File: src/pkg/bln_defs.vh
// Register map, field positions and reset values of the balloon queue block
`ifndef BLN_DEFS_VH
`define BLN_DEFS_VH

`define BLN_OFF_REQ_PAGES     8'h00
`define BLN_OFF_REP_PAGES     8'h04
`define BLN_OFF_DEV_FEAT      8'h08
`define BLN_OFF_DRV_FEAT      8'h0c
`define BLN_OFF_STATUS        8'h10
`define BLN_OFF_CTRL          8'h14
`define BLN_OFF_STAT_SEL      8'h18
`define BLN_OFF_STAT_LO       8'h1c
`define BLN_OFF_STAT_HI       8'h20
`define BLN_OFF_STAT_INFO     8'h24
`define BLN_OFF_HELD_PAGES    8'h28

`define BLN_FEAT_NOTIFY       0
`define BLN_FEAT_REPORT_Q     1
`define BLN_FEAT_RECLAIM      2
`define BLN_FEAT_W            3

`define BLN_ST_ACK            0
`define BLN_ST_DRIVER         1
`define BLN_ST_DRIVER_OK      2
`define BLN_ST_FEATURES_OK    3
`define BLN_ST_W              4

`define BLN_CTRL_OFFER_LSB    0
`define BLN_CTRL_LEGACY       3
`define BLN_CTRL_STRICT       4
`define BLN_CTRL_STAT_REQ     5
`define BLN_CTRL_W            5

`define BLN_CTRL_RESET        5'h17
`define BLN_REP_RESET         32'h00000000

`define BLN_Q_INFLATE         2'h0
`define BLN_Q_DEFLATE         2'h1
`define BLN_Q_REPORT          2'h2

`define BLN_NUM_TAGS          10
`define BLN_TAG_SWAP_IN       16'h0000
`define BLN_TAG_SWAP_OUT      16'h0001
`define BLN_TAG_MAJOR_FAULTS  16'h0002
`define BLN_TAG_MINOR_FAULTS  16'h0003
`define BLN_TAG_UNUSED_BYTES  16'h0004
`define BLN_TAG_TOTAL_BYTES   16'h0005
`define BLN_TAG_AVAIL_BYTES   16'h0006
`define BLN_TAG_CACHE_BYTES   16'h0007
`define BLN_TAG_HUGE_OK       16'h0008
`define BLN_TAG_HUGE_FAIL     16'h0009
`define BLN_ENTRY_LAST_HALF   3'h4

`endif

File: src/core/bln_vq_drain.v
// Drain of one page-number queue: forwards page numbers, then holds the descriptor for use
module bln_vq_drain (
    input wire mclk_in,
    input wire nrst_in,
    input wire word_valid_in,
    input wire [31:0] word_in,
    input wire word_last_in,
    input wire [15:0] word_desc_in,
    input wire grant_in,
    output wire word_ready_out,
    output wire pend_out,
    output wire [15:0] pend_desc_out,
    output wire pfn_valid_out,
    output wire [31:0] pfn_out,
    output wire [15:0] pfn_count_out
);

    reg pend_reg;
    reg [15:0] desc_reg;
    reg pfn_valid_reg;
    reg [31:0] pfn_reg;
    reg [15:0] count_reg;
    wire take;

    // No new words while a finished descriptor waits to be returned
    assign word_ready_out = ~pend_reg;
    assign take = word_valid_in & ~pend_reg;
    assign pend_out = pend_reg;
    assign pend_desc_out = desc_reg;
    assign pfn_valid_out = pfn_valid_reg;
    assign pfn_out = pfn_reg;
    assign pfn_count_out = count_reg;

    always @(posedge mclk_in or negedge nrst_in) begin
        if (!nrst_in) begin
            pend_reg <= 1'b0;
            desc_reg <= 16'h0000;
            pfn_valid_reg <= 1'b0;
            pfn_reg <= 32'h00000000;
            count_reg <= 16'h0000;
        end else begin
            pfn_valid_reg <= take;
            if (take) begin
                pfn_reg <= word_in;
                count_reg <= word_last_in ? 16'h0000 : count_reg + 16'h0001;
            end
            if (take && word_last_in) begin
                pend_reg <= 1'b1;
                desc_reg <= word_desc_in;
            end else if (grant_in) begin
                pend_reg <= 1'b0;
            end
        end
    end

endmodule // bln_vq_drain

File: src/core/bln_top.v
// Balloon device core: APB registers, negotiation, page queues and report queue
`include "bln_defs.vh"
module bln_top (
    input wire mclk_in,
    input wire nrst_in,
    input wire psel_in,
    input wire penable_in,
    input wire pwrite_in,
    input wire [7:0] paddr_in,
    input wire [31:0] pwdata_in,
    input wire [3:0] pstrb_in,
    output wire [31:0] prdata_out,
    output wire pready_out,
    output wire pslverr_out,
    input wire [31:0] host_req_pages_in,
    input wire avail_valid_in,
    input wire [1:0] avail_queue_in,
    input wire [31:0] avail_word_in,
    input wire avail_last_in,
    input wire [15:0] avail_desc_in,
    output wire avail_ready_out,
    output wire used_valid_out,
    output wire [1:0] used_queue_out,
    output wire [15:0] used_desc_out,
    input wire used_ready_in,
    output wire page_valid_out,
    output wire page_inflate_out,
    output wire [31:0] page_pfn_out,
    output wire [31:0] reported_pages_out,
    output wire reported_update_out,
    output wire [2:0] negotiated_out
);

    reg [31:0] prdata_reg;
    reg pslverr_reg;
    reg [31:0] rep_reg;
    reg [31:0] rep_stage_reg;
    reg rep_update_reg;
    reg [2:0] drv_feat_reg;
    reg [2:0] neg_reg;
    reg [3:0] status_reg;
    reg [4:0] ctrl_reg;
    reg [3:0] stat_sel_reg;
    reg [9:0] stat_mask_reg;
    reg [63:0] stat_mem [0:9];
    reg [63:0] val_acc_reg;
    reg [15:0] tag_reg;
    reg [2:0] half_reg;
    reg holds_reg;
    reg first_done_reg;
    reg stat_pend_reg;
    reg [15:0] stat_desc_reg;
    reg [31:0] held_pages_reg;
    reg page_valid_reg;
    reg page_inflate_reg;
    reg [31:0] page_pfn_reg;
    reg [31:0] rd_next;
    reg rd_err_next;
    reg [31:0] rep_next;
    reg [3:0] status_next;
    integer i;

    wire setup_ph = psel_in & ~penable_in;
    wire wr_ph = psel_in & penable_in & pwrite_in;
    wire [2:0] offer = ctrl_reg[`BLN_CTRL_OFFER_LSB +: `BLN_FEAT_W];
    wire legacy = ctrl_reg[`BLN_CTRL_LEGACY];
    wire report_on = neg_reg[`BLN_FEAT_REPORT_Q] & status_reg[`BLN_ST_FEATURES_OK];
    wire drv_ok = status_reg[`BLN_ST_DRIVER_OK];
    wire stat_req = wr_ph & (paddr_in == `BLN_OFF_CTRL) & pwdata_in[`BLN_CTRL_STAT_REQ];
    wire dev_reset = wr_ph & (paddr_in == `BLN_OFF_STATUS) & (pwdata_in[7:0] == 8'h00);

    // Queue steering: queue 2 is only a queue once the report feature is live
    wire to_inf = avail_valid_in & (avail_queue_in == `BLN_Q_INFLATE);
    wire to_def = avail_valid_in & (avail_queue_in == `BLN_Q_DEFLATE);
    wire to_rep = avail_valid_in & (avail_queue_in == `BLN_Q_REPORT) & report_on;
    wire inf_ready;
    wire def_ready;
    wire inf_pend;
    wire def_pend;
    wire [15:0] inf_desc;
    wire [15:0] def_desc;
    wire inf_pfn_valid;
    wire def_pfn_valid;
    wire [31:0] inf_pfn;
    wire [31:0] def_pfn;
    wire rep_ready = drv_ok & ~holds_reg;
    wire rep_take = to_rep & rep_ready;
    // Used ring return: inflate before deflate before report buffer
    wire grant_inf = inf_pend & used_ready_in;
    wire grant_def = def_pend & ~inf_pend & used_ready_in;
    wire grant_rep = stat_pend_reg & ~inf_pend & ~def_pend & used_ready_in;

    // Unroutable words (queue 3, or queue 2 without the feature) are swallowed
    assign avail_ready_out = (avail_queue_in == `BLN_Q_INFLATE) ? inf_ready :
                             (avail_queue_in == `BLN_Q_DEFLATE) ? def_ready :
                             (avail_queue_in == `BLN_Q_REPORT && report_on) ? rep_ready :
                             1'b1;

    bln_vq_drain u_inflate (
        .mclk_in(mclk_in),
        .nrst_in(nrst_in),
        .word_valid_in(to_inf),
        .word_in(avail_word_in),
        .word_last_in(avail_last_in),
        .word_desc_in(avail_desc_in),
        .grant_in(grant_inf),
        .word_ready_out(inf_ready),
        .pend_out(inf_pend),
        .pend_desc_out(inf_desc),
        .pfn_valid_out(inf_pfn_valid),
        .pfn_out(inf_pfn),
        .pfn_count_out()
    );

    bln_vq_drain u_deflate (
        .mclk_in(mclk_in),
        .nrst_in(nrst_in),
        .word_valid_in(to_def),
        .word_in(avail_word_in),
        .word_last_in(avail_last_in),
        .word_desc_in(avail_desc_in),
        .grant_in(grant_def),
        .word_ready_out(def_ready),
        .pend_out(def_pend),
        .pend_desc_out(def_desc),
        .pfn_valid_out(def_pfn_valid),
        .pfn_out(def_pfn),
        .pfn_count_out()
    );

    assign used_valid_out = inf_pend | def_pend | stat_pend_reg;
    assign used_queue_out = inf_pend ? `BLN_Q_INFLATE :
                            def_pend ? `BLN_Q_DEFLATE : `BLN_Q_REPORT;
    assign used_desc_out = inf_pend ? inf_desc : def_pend ? def_desc : stat_desc_reg;

    assign prdata_out = prdata_reg;
    assign pready_out = 1'b1;
    assign pslverr_out = pslverr_reg & psel_in & penable_in;
    assign page_valid_out = page_valid_reg;
    assign page_inflate_out = page_inflate_reg;
    assign page_pfn_out = page_pfn_reg;
    assign reported_pages_out = rep_reg;
    assign reported_update_out = rep_update_reg;
    assign negotiated_out = neg_reg;

    // Read data is latched in the setup cycle so the access cycle needs no wait
    always @* begin
        rd_next = 32'h00000000;
        rd_err_next = 1'b0;
        if (paddr_in == `BLN_OFF_REQ_PAGES) begin
            rd_next = host_req_pages_in;
        end else if (paddr_in == `BLN_OFF_REP_PAGES) begin
            rd_next = rep_reg;
        end else if (paddr_in == `BLN_OFF_DEV_FEAT) begin
            rd_next = {29'h00000000, offer};
        end else if (paddr_in == `BLN_OFF_DRV_FEAT) begin
            rd_next = {29'h00000000, drv_feat_reg};
        end else if (paddr_in == `BLN_OFF_STATUS) begin
            rd_next = {28'h0000000, status_reg};
        end else if (paddr_in == `BLN_OFF_CTRL) begin
            rd_next = {27'h0000000, ctrl_reg[4:0]};
        end else if (paddr_in == `BLN_OFF_STAT_SEL) begin
            rd_next = {28'h0000000, stat_sel_reg};
        end else if (paddr_in == `BLN_OFF_STAT_LO) begin
            if (stat_sel_reg < 4'ha) begin
                rd_next = stat_mem[stat_sel_reg][31:0];
            end
        end else if (paddr_in == `BLN_OFF_STAT_HI) begin
            if (stat_sel_reg < 4'ha) begin
                rd_next = stat_mem[stat_sel_reg][63:32];
            end
        end else if (paddr_in == `BLN_OFF_STAT_INFO) begin
            rd_next = {19'h00000, first_done_reg, stat_pend_reg, holds_reg, stat_mask_reg};
        end else if (paddr_in == `BLN_OFF_HELD_PAGES) begin
            rd_next = held_pages_reg;
        end else begin
            rd_err_next = 1'b1;
        end
    end

    // Byte lane 0 is always the least significant byte, legacy or not
    always @* begin
        rep_next = rep_stage_reg;
        if (pstrb_in[0]) rep_next[7:0] = pwdata_in[7:0];
        if (pstrb_in[1]) rep_next[15:8] = pwdata_in[15:8];
        if (pstrb_in[2]) rep_next[23:16] = pwdata_in[23:16];
        if (pstrb_in[3]) rep_next[31:24] = pwdata_in[31:24];
    end

    // A driver that declined the notify bit is refused when strict mode asks for it
    always @* begin
        status_next = pwdata_in[3:0];
        if (pwdata_in[`BLN_ST_FEATURES_OK] && ctrl_reg[`BLN_CTRL_STRICT] &&
            offer[`BLN_FEAT_NOTIFY] && !drv_feat_reg[`BLN_FEAT_NOTIFY]) begin
            status_next[`BLN_ST_FEATURES_OK] = 1'b0;
        end
    end

    always @(posedge mclk_in or negedge nrst_in) begin
        if (!nrst_in) begin
            prdata_reg <= 32'h00000000;
            pslverr_reg <= 1'b0;
            rep_reg <= `BLN_REP_RESET;
            rep_stage_reg <= `BLN_REP_RESET;
            rep_update_reg <= 1'b0;
            drv_feat_reg <= 3'h0;
            neg_reg <= 3'h0;
            status_reg <= 4'h0;
            ctrl_reg <= `BLN_CTRL_RESET;
            stat_sel_reg <= 4'h0;
        end else begin
            rep_update_reg <= 1'b0;
            if (setup_ph) begin
                prdata_reg <= rd_next;
                pslverr_reg <= rd_err_next;
            end
            if (wr_ph) begin
                if (paddr_in == `BLN_OFF_REP_PAGES) begin
                    rep_stage_reg <= rep_next;
                    // Legacy updates that leave out byte lane 3 are staged, not published
                    if (!legacy || pstrb_in[3]) begin
                        rep_reg <= rep_next;
                        rep_update_reg <= 1'b1;
                    end
                end else if (paddr_in == `BLN_OFF_DRV_FEAT) begin
                    drv_feat_reg <= pwdata_in[2:0] & offer;
                end else if (paddr_in == `BLN_OFF_STATUS) begin
                    status_reg <= status_next;
                    if (status_next[`BLN_ST_FEATURES_OK]) begin
                        neg_reg <= drv_feat_reg;
                    end
                    if (dev_reset) begin
                        neg_reg <= 3'h0;
                        drv_feat_reg <= 3'h0;
                    end
                end else if (paddr_in == `BLN_OFF_CTRL) begin
                    ctrl_reg <= pwdata_in[4:0];
                end else if (paddr_in == `BLN_OFF_STAT_SEL) begin
                    stat_sel_reg <= pwdata_in[3:0];
                end
            end
        end
    end

    // Page number output and balloon occupancy
    always @(posedge mclk_in or negedge nrst_in) begin
        if (!nrst_in) begin
            page_valid_reg <= 1'b0;
            page_inflate_reg <= 1'b0;
            page_pfn_reg <= 32'h00000000;
            held_pages_reg <= 32'h00000000;
        end else begin
            page_valid_reg <= inf_pfn_valid | def_pfn_valid;
            if (inf_pfn_valid) begin
                page_inflate_reg <= 1'b1;
                page_pfn_reg <= inf_pfn;
                held_pages_reg <= held_pages_reg + 32'h00000001;
            end else if (def_pfn_valid) begin
                page_inflate_reg <= 1'b0;
                page_pfn_reg <= def_pfn;
                if (held_pages_reg != 32'h00000000) begin
                    held_pages_reg <= held_pages_reg - 32'h00000001;
                end
            end
            if (dev_reset) begin
                held_pages_reg <= 32'h00000000;
            end
        end
    end

    // Report queue: one buffer is parsed as it arrives and then held
    always @(posedge mclk_in or negedge nrst_in) begin
        if (!nrst_in) begin
            val_acc_reg <= 64'h0000000000000000;
            tag_reg <= 16'h0000;
            half_reg <= 3'h0;
            holds_reg <= 1'b0;
            first_done_reg <= 1'b0;
            stat_pend_reg <= 1'b0;
            stat_desc_reg <= 16'h0000;
            stat_mask_reg <= 10'h000;
            for (i = 0; i < `BLN_NUM_TAGS; i = i + 1) begin
                stat_mem[i] <= 64'h0000000000000000;
            end
        end else begin
            if (rep_take) begin
                if (half_reg == 3'h0) begin
                    tag_reg <= avail_word_in[15:0];
                end else begin
                    val_acc_reg[16 * (half_reg - 3'h1) +: 16] <= avail_word_in[15:0];
                end
                half_reg <= (half_reg == `BLN_ENTRY_LAST_HALF || avail_last_in) ?
                            3'h0 : half_reg + 3'h1;
                // Complete entry with a known tag lands, except in legacy mode before the first buffer is done; unknown tags fall through
                if (half_reg == `BLN_ENTRY_LAST_HALF && tag_reg < 16'h000a &&
                    !(legacy && !first_done_reg)) begin
                    stat_mem[tag_reg[3:0]] <= {avail_word_in[15:0], val_acc_reg[47:0]};
                    stat_mask_reg[tag_reg[3:0]] <= 1'b1;
                end
                if (avail_last_in) begin
                    holds_reg <= 1'b1;
                    stat_desc_reg <= avail_desc_in;
                    first_done_reg <= 1'b1;
                end
            end
            if (stat_req && holds_reg && !stat_pend_reg) begin
                stat_pend_reg <= 1'b1;
            end else if (grant_rep) begin
                stat_pend_reg <= 1'b0;
                holds_reg <= 1'b0;
            end
            if (dev_reset) begin
                holds_reg <= 1'b0;
                stat_pend_reg <= 1'b0;
                first_done_reg <= 1'b0;
                half_reg <= 3'h0;
                stat_mask_reg <= 10'h000;
            end
        end
    end

endmodule // bln_top

File: config.mk
export PLATFORM = sky130hd
export DESIGN_NAME = bln_top
export DESIGN_NICKNAME = d
export VERILOG_FILES = /design/src/core/bln_vq_drain.v /design/src/core/bln_top.v
export VERILOG_INCLUDE_DIRS = /design/src /design/src/pkg
export SDC_FILE = /design/constraint.sdc
export NUM_CORES = 2
export LEC_CHECK = 0
export ABC_CLOCK_PERIOD_IN_PS = 6980
export BUFFER_PORTS_ARGS = -buffer_cell sky130_fd_sc_hd__buf_2
export CORE_MARGIN = 10
export CORE_UTILIZATION = 60
export DETAILED_ROUTE_END_ITERATION = 12
export GPL_TIMING_DRIVEN = 0
export HOLD_SLACK_MARGIN = 0.1
export PLACE_DENSITY = 0.82
export SETUP_SLACK_MARGIN = 0.3
export SYNTH_ARGS = -nofsm -noshare
export SYNTH_HDL_FRONTEND = slang
export SYNTH_SLANG_ARGS = --single-unit
export TNS_END_PERCENT = 30
File: constraint.sdc
create_clock -name mclk_in -period 6.98 [get_ports mclk_in]
set_input_delay 0.698 -clock mclk_in [delete_from_list [all_inputs] [get_ports mclk_in]]
set_output_delay 0.698 -clock mclk_in [all_outputs]
set_load 0.02 [all_outputs]
==> impl_metrics.yaml <==
timing:
  period_minus_slack_ns: 5.05
  slew_violations: 0
  tightest_slew_ns: 1.38
  relSlewSlack: 0.0765
  max_freq_mhz: 198
  rsz0062_at_grt: "false"
  finalCritPeriodShare: 0.724
  skew_ns: 0.0402
  setup_viol: 0
  hold_violations: 0
  fin_tns_setup_ns: 0
power:
  p_per_area_nw_per_um2: 262
  p_clk_frac: 0.415
  combPwrFrac: 0.125
  netSwitchingPower_w: 0.00364
  p_int_w: 0.0104
  p_leak_nw: 25.3
  swShare: 0.259
  p_seq_frac: 0.460
  ir_worst_vdd_v: 0.000237
finish:
  final_cell_mix: "dfrtp_1, mux2_2, nand2_1"
  n_fill_cell: 5201
  mostFrequentLayoutCell: "dfrtp_1"
  final_nets: 4174
  largest_reg_flops: 640
  final_layout_size_suffix_gt1_frac: 0.330
  fin_util: 0.689
  instances_no_fill: 5122
  syn2layout_area_growth_pct: 13.5
placement:
  place.gp.congestion: 0.956
  place_inst: 4934
  dp.final_hpwl_um: 99000
  io_buffer_count: 250
floorplanning:
  ios: 258
  start_util: 0.607
  die_w_um: 300
  core_region_area_um2: 77700
  dieHeight_um: 300
  rows: 102
  dieArea_um2: 90200
worst_setup_path:
  path_cells: "clkbuf_1 -> inv_1 -> fa_1 -> a21o_1 -> a21oi_1 -> o21ai_0 -> a21oi_1 -> a21oi_1 -> a221o_1 -> a41oi_1 -> nor4b_1 -> or3_1"
  crit_required_ns: 7.53
  crit_type: "register to register"
  cp_slowest_stage_delay_ns: 0.78
  critPathMaxFanout: 33
  cpMostUsedCell: "a21oi_1"
  critical_path_arrival_ns: 5.60
  crit_path_start_kind: "register"
  crit_path_top_delay_cell: "inv_1"
  endpoint_kind: "register"
synth:
  synth_compound_area_frac: 0.0641
  synth_xor_area_frac: 0.00520
  synth_simple_gate_area_frac: 0.0593
  synthMuxAreaShare: 0.287
  netlist_area_um2: 47100
  synthArstFlopShare: 1.00
  synth_cell_types: 75
  syn_inst: 3635
  ys.flop_type: "dfrtp_1"
  synth_adder_area_share: 0.0116
  synth_top_family_by_area: "multiplexers"
  avgSynthCellArea_um2: 13.0
  syn_nets: 3812
  ys_warn_count: 0
  synth_seq_cells: 1019
  synth_edf_count: 0
  yosysSeqAreaShare: 0.541
global_routing:
  grt_max_degree: 125
  track_usage: 0.306
  gr-total-overflow: 0
  grt_pass1_wl_um: 211000
  antenna_found_initial: 9
  grt_pass1_vias: 34102
cts:
  insertion_delay_ns: 0.69
  numClockSinks: 1019
  numCtsBuffers: 100
  cts-root-buf: "clkbuf_16"
  cts_resized: 0
  path_clk_slew_ns: 0.06
  post-cts-setup-buffers: 0
  tritoncts: "yes"
  h-tree-depth: 3
  cts.path.max_buffers: 3
  ctsHoldBuffers: 1
drt:
  via_per_inst: 6.51
  dr.pass1.iters: 8
  drt-wirelength-per-cell_um: 27.4
  finalWirelength_um: 140000
  drtIter0Drc: 3564
  antenna_left: 0
  drc: 0
  vias: 33332
status:
  status: "finished clean"
flow_run:
  cap_violations: 0
worst_hold_path:
  hold_path_class: "primary input to register"
logic make-up after synthesis:
group / Yosys count
other: 1
XOR/XNOR: 28
buffers and inverters: 321
adder cells (fa/ha/maj): 43
AO/OA/AOI/OAI: 473
flip-flops: 1019
AND/OR/NAND/NOR: 654
multiplexers: 1096
final timing paths:
path                                          from                     end  slack [ns]  cells after the start
setup / recovery           u_inflate.pfn_valid_out      held_pages_reg[30]        1.93                     12
hold / removal                       pwdata_in[25]       rep_stage_reg[25]        0.26                      2
setup reg to reg           u_inflate.pfn_valid_out      held_pages_reg[30]        1.93                     12
hold reg to reg                      stat_mem[139]           stat_mem[139]        0.46                      2
max in group asynchronous                  nrst_in  reported_pages_out[21]        4.83                      4
min in group asynchronous                  nrst_in           stat_mem[134]        0.59                      2
cell type report:
class / instances / area, um^2 / area share
Inverter: 25 / 93.8 / 0.00175
Sequential cell: 1019 / 25500 / 0.477
Multi-Input combinational cell: 2295 / 20100 / 0.376
Clock buffer: 145 / 2900 / 0.0542
Tap cell: 1040 / 1300 / 0.0243
Antenna cell: 4 / 10.0 / 0.000187
Clock inverter: 38 / 632 / 0.0118
Buffer: 296 / 1420 / 0.0266
Timing Repair Buffer: 260 / 1520 / 0.0284
synthesized netlist by cell type (11+ instances only):
| cell type | n | area, um^2 |
|---|---|---|
| dfrtp_1 | 1015 | 25400 |
| mux2_2 | 671 | 7560 |
| nand2_1 | 455 | 1710 |
| mux2i_1 | 217 | 2170 |
| clkbuf_1 | 173 | 649 |
| o21ai_0 | 170 | 851 |
| mux4_2 | 128 | 2880 |
| mux2_1 | 80 | 901 |
| nor2_1 | 78 | 293 |
| a21oi_1 | 76 | 380 |
| buf_2 | 48 | 240 |
| buf_4 | 47 | 353 |
| ha_1 | 42 | 526 |
| o22ai_1 | 40 | 250 |
| a21o_1 | 36 | 270 |
| inv_1 | 24 | 90.1 |
| xnor2_1 | 21 | 184 |
| a222oi_1 | 20 | 200 |
| nand3_1 | 20 | 100 |
| buf_1 | 18 | 67.6 |
| o221ai_1 | 18 | 158 |
| a22oi_1 | 17 | 128 |
| nor3_1 | 16 | 80.1 |
| o211ai_1 | 16 | 120 |
| a211oi_1 | 14 | 105 |
| a221oi_1 | 13 | 114 |
| nor4_1 | 13 | 81.3 |
| nor2b_1 | 11 | 68.8 |
worst max-delay path, delay by kind of cell, from the launching register on:
kind	cells	cell delay, ns
AOI/OAI and AO/OA	7	1.88
adders and majority gates	1	0.68
buffers and inverters	2	1.37
DFF	1	0.55
and+or+nand+nor	2	0.45
through the flow:
step	total power (W)	area, um^2	hold slack, ns	worst slack (ns)
finish	0.0140	53500	0.264	1.93
global route	0.0145	53500	0.276	1.76
CTS	0.0140	53500	0.256	2.06
detailed placement	0.00827	50000	0.450	2.12
global placement	0.00821	49700	0.446	-16.48
floorplan	0.00764	47100	0.402	3.41
layer usage:
metal	wire length (um)	part of all wire	global-route usage
met1	52400	0.37	0.384
met2	63500	0.45	0.469
met3	15300	0.11	0.0901
met4	8920	0.064	0.182
met5	56	0.00040	0
power by group through the flow:
stage / registers (W) / logic (W) / clock network [W]
floorplan: 0.00654 / 0.00110 / 0
global placement: 0.00655 / 0.00166 / 0
detailed placement: 0.00655 / 0.00172 / 0
CTS: 0.00644 / 0.00174 / 0.00584
global route: 0.00648 / 0.00191 / 0.00609
finish: 0.00645 / 0.00175 / 0.00583
(Power assumes the default switching activity.)
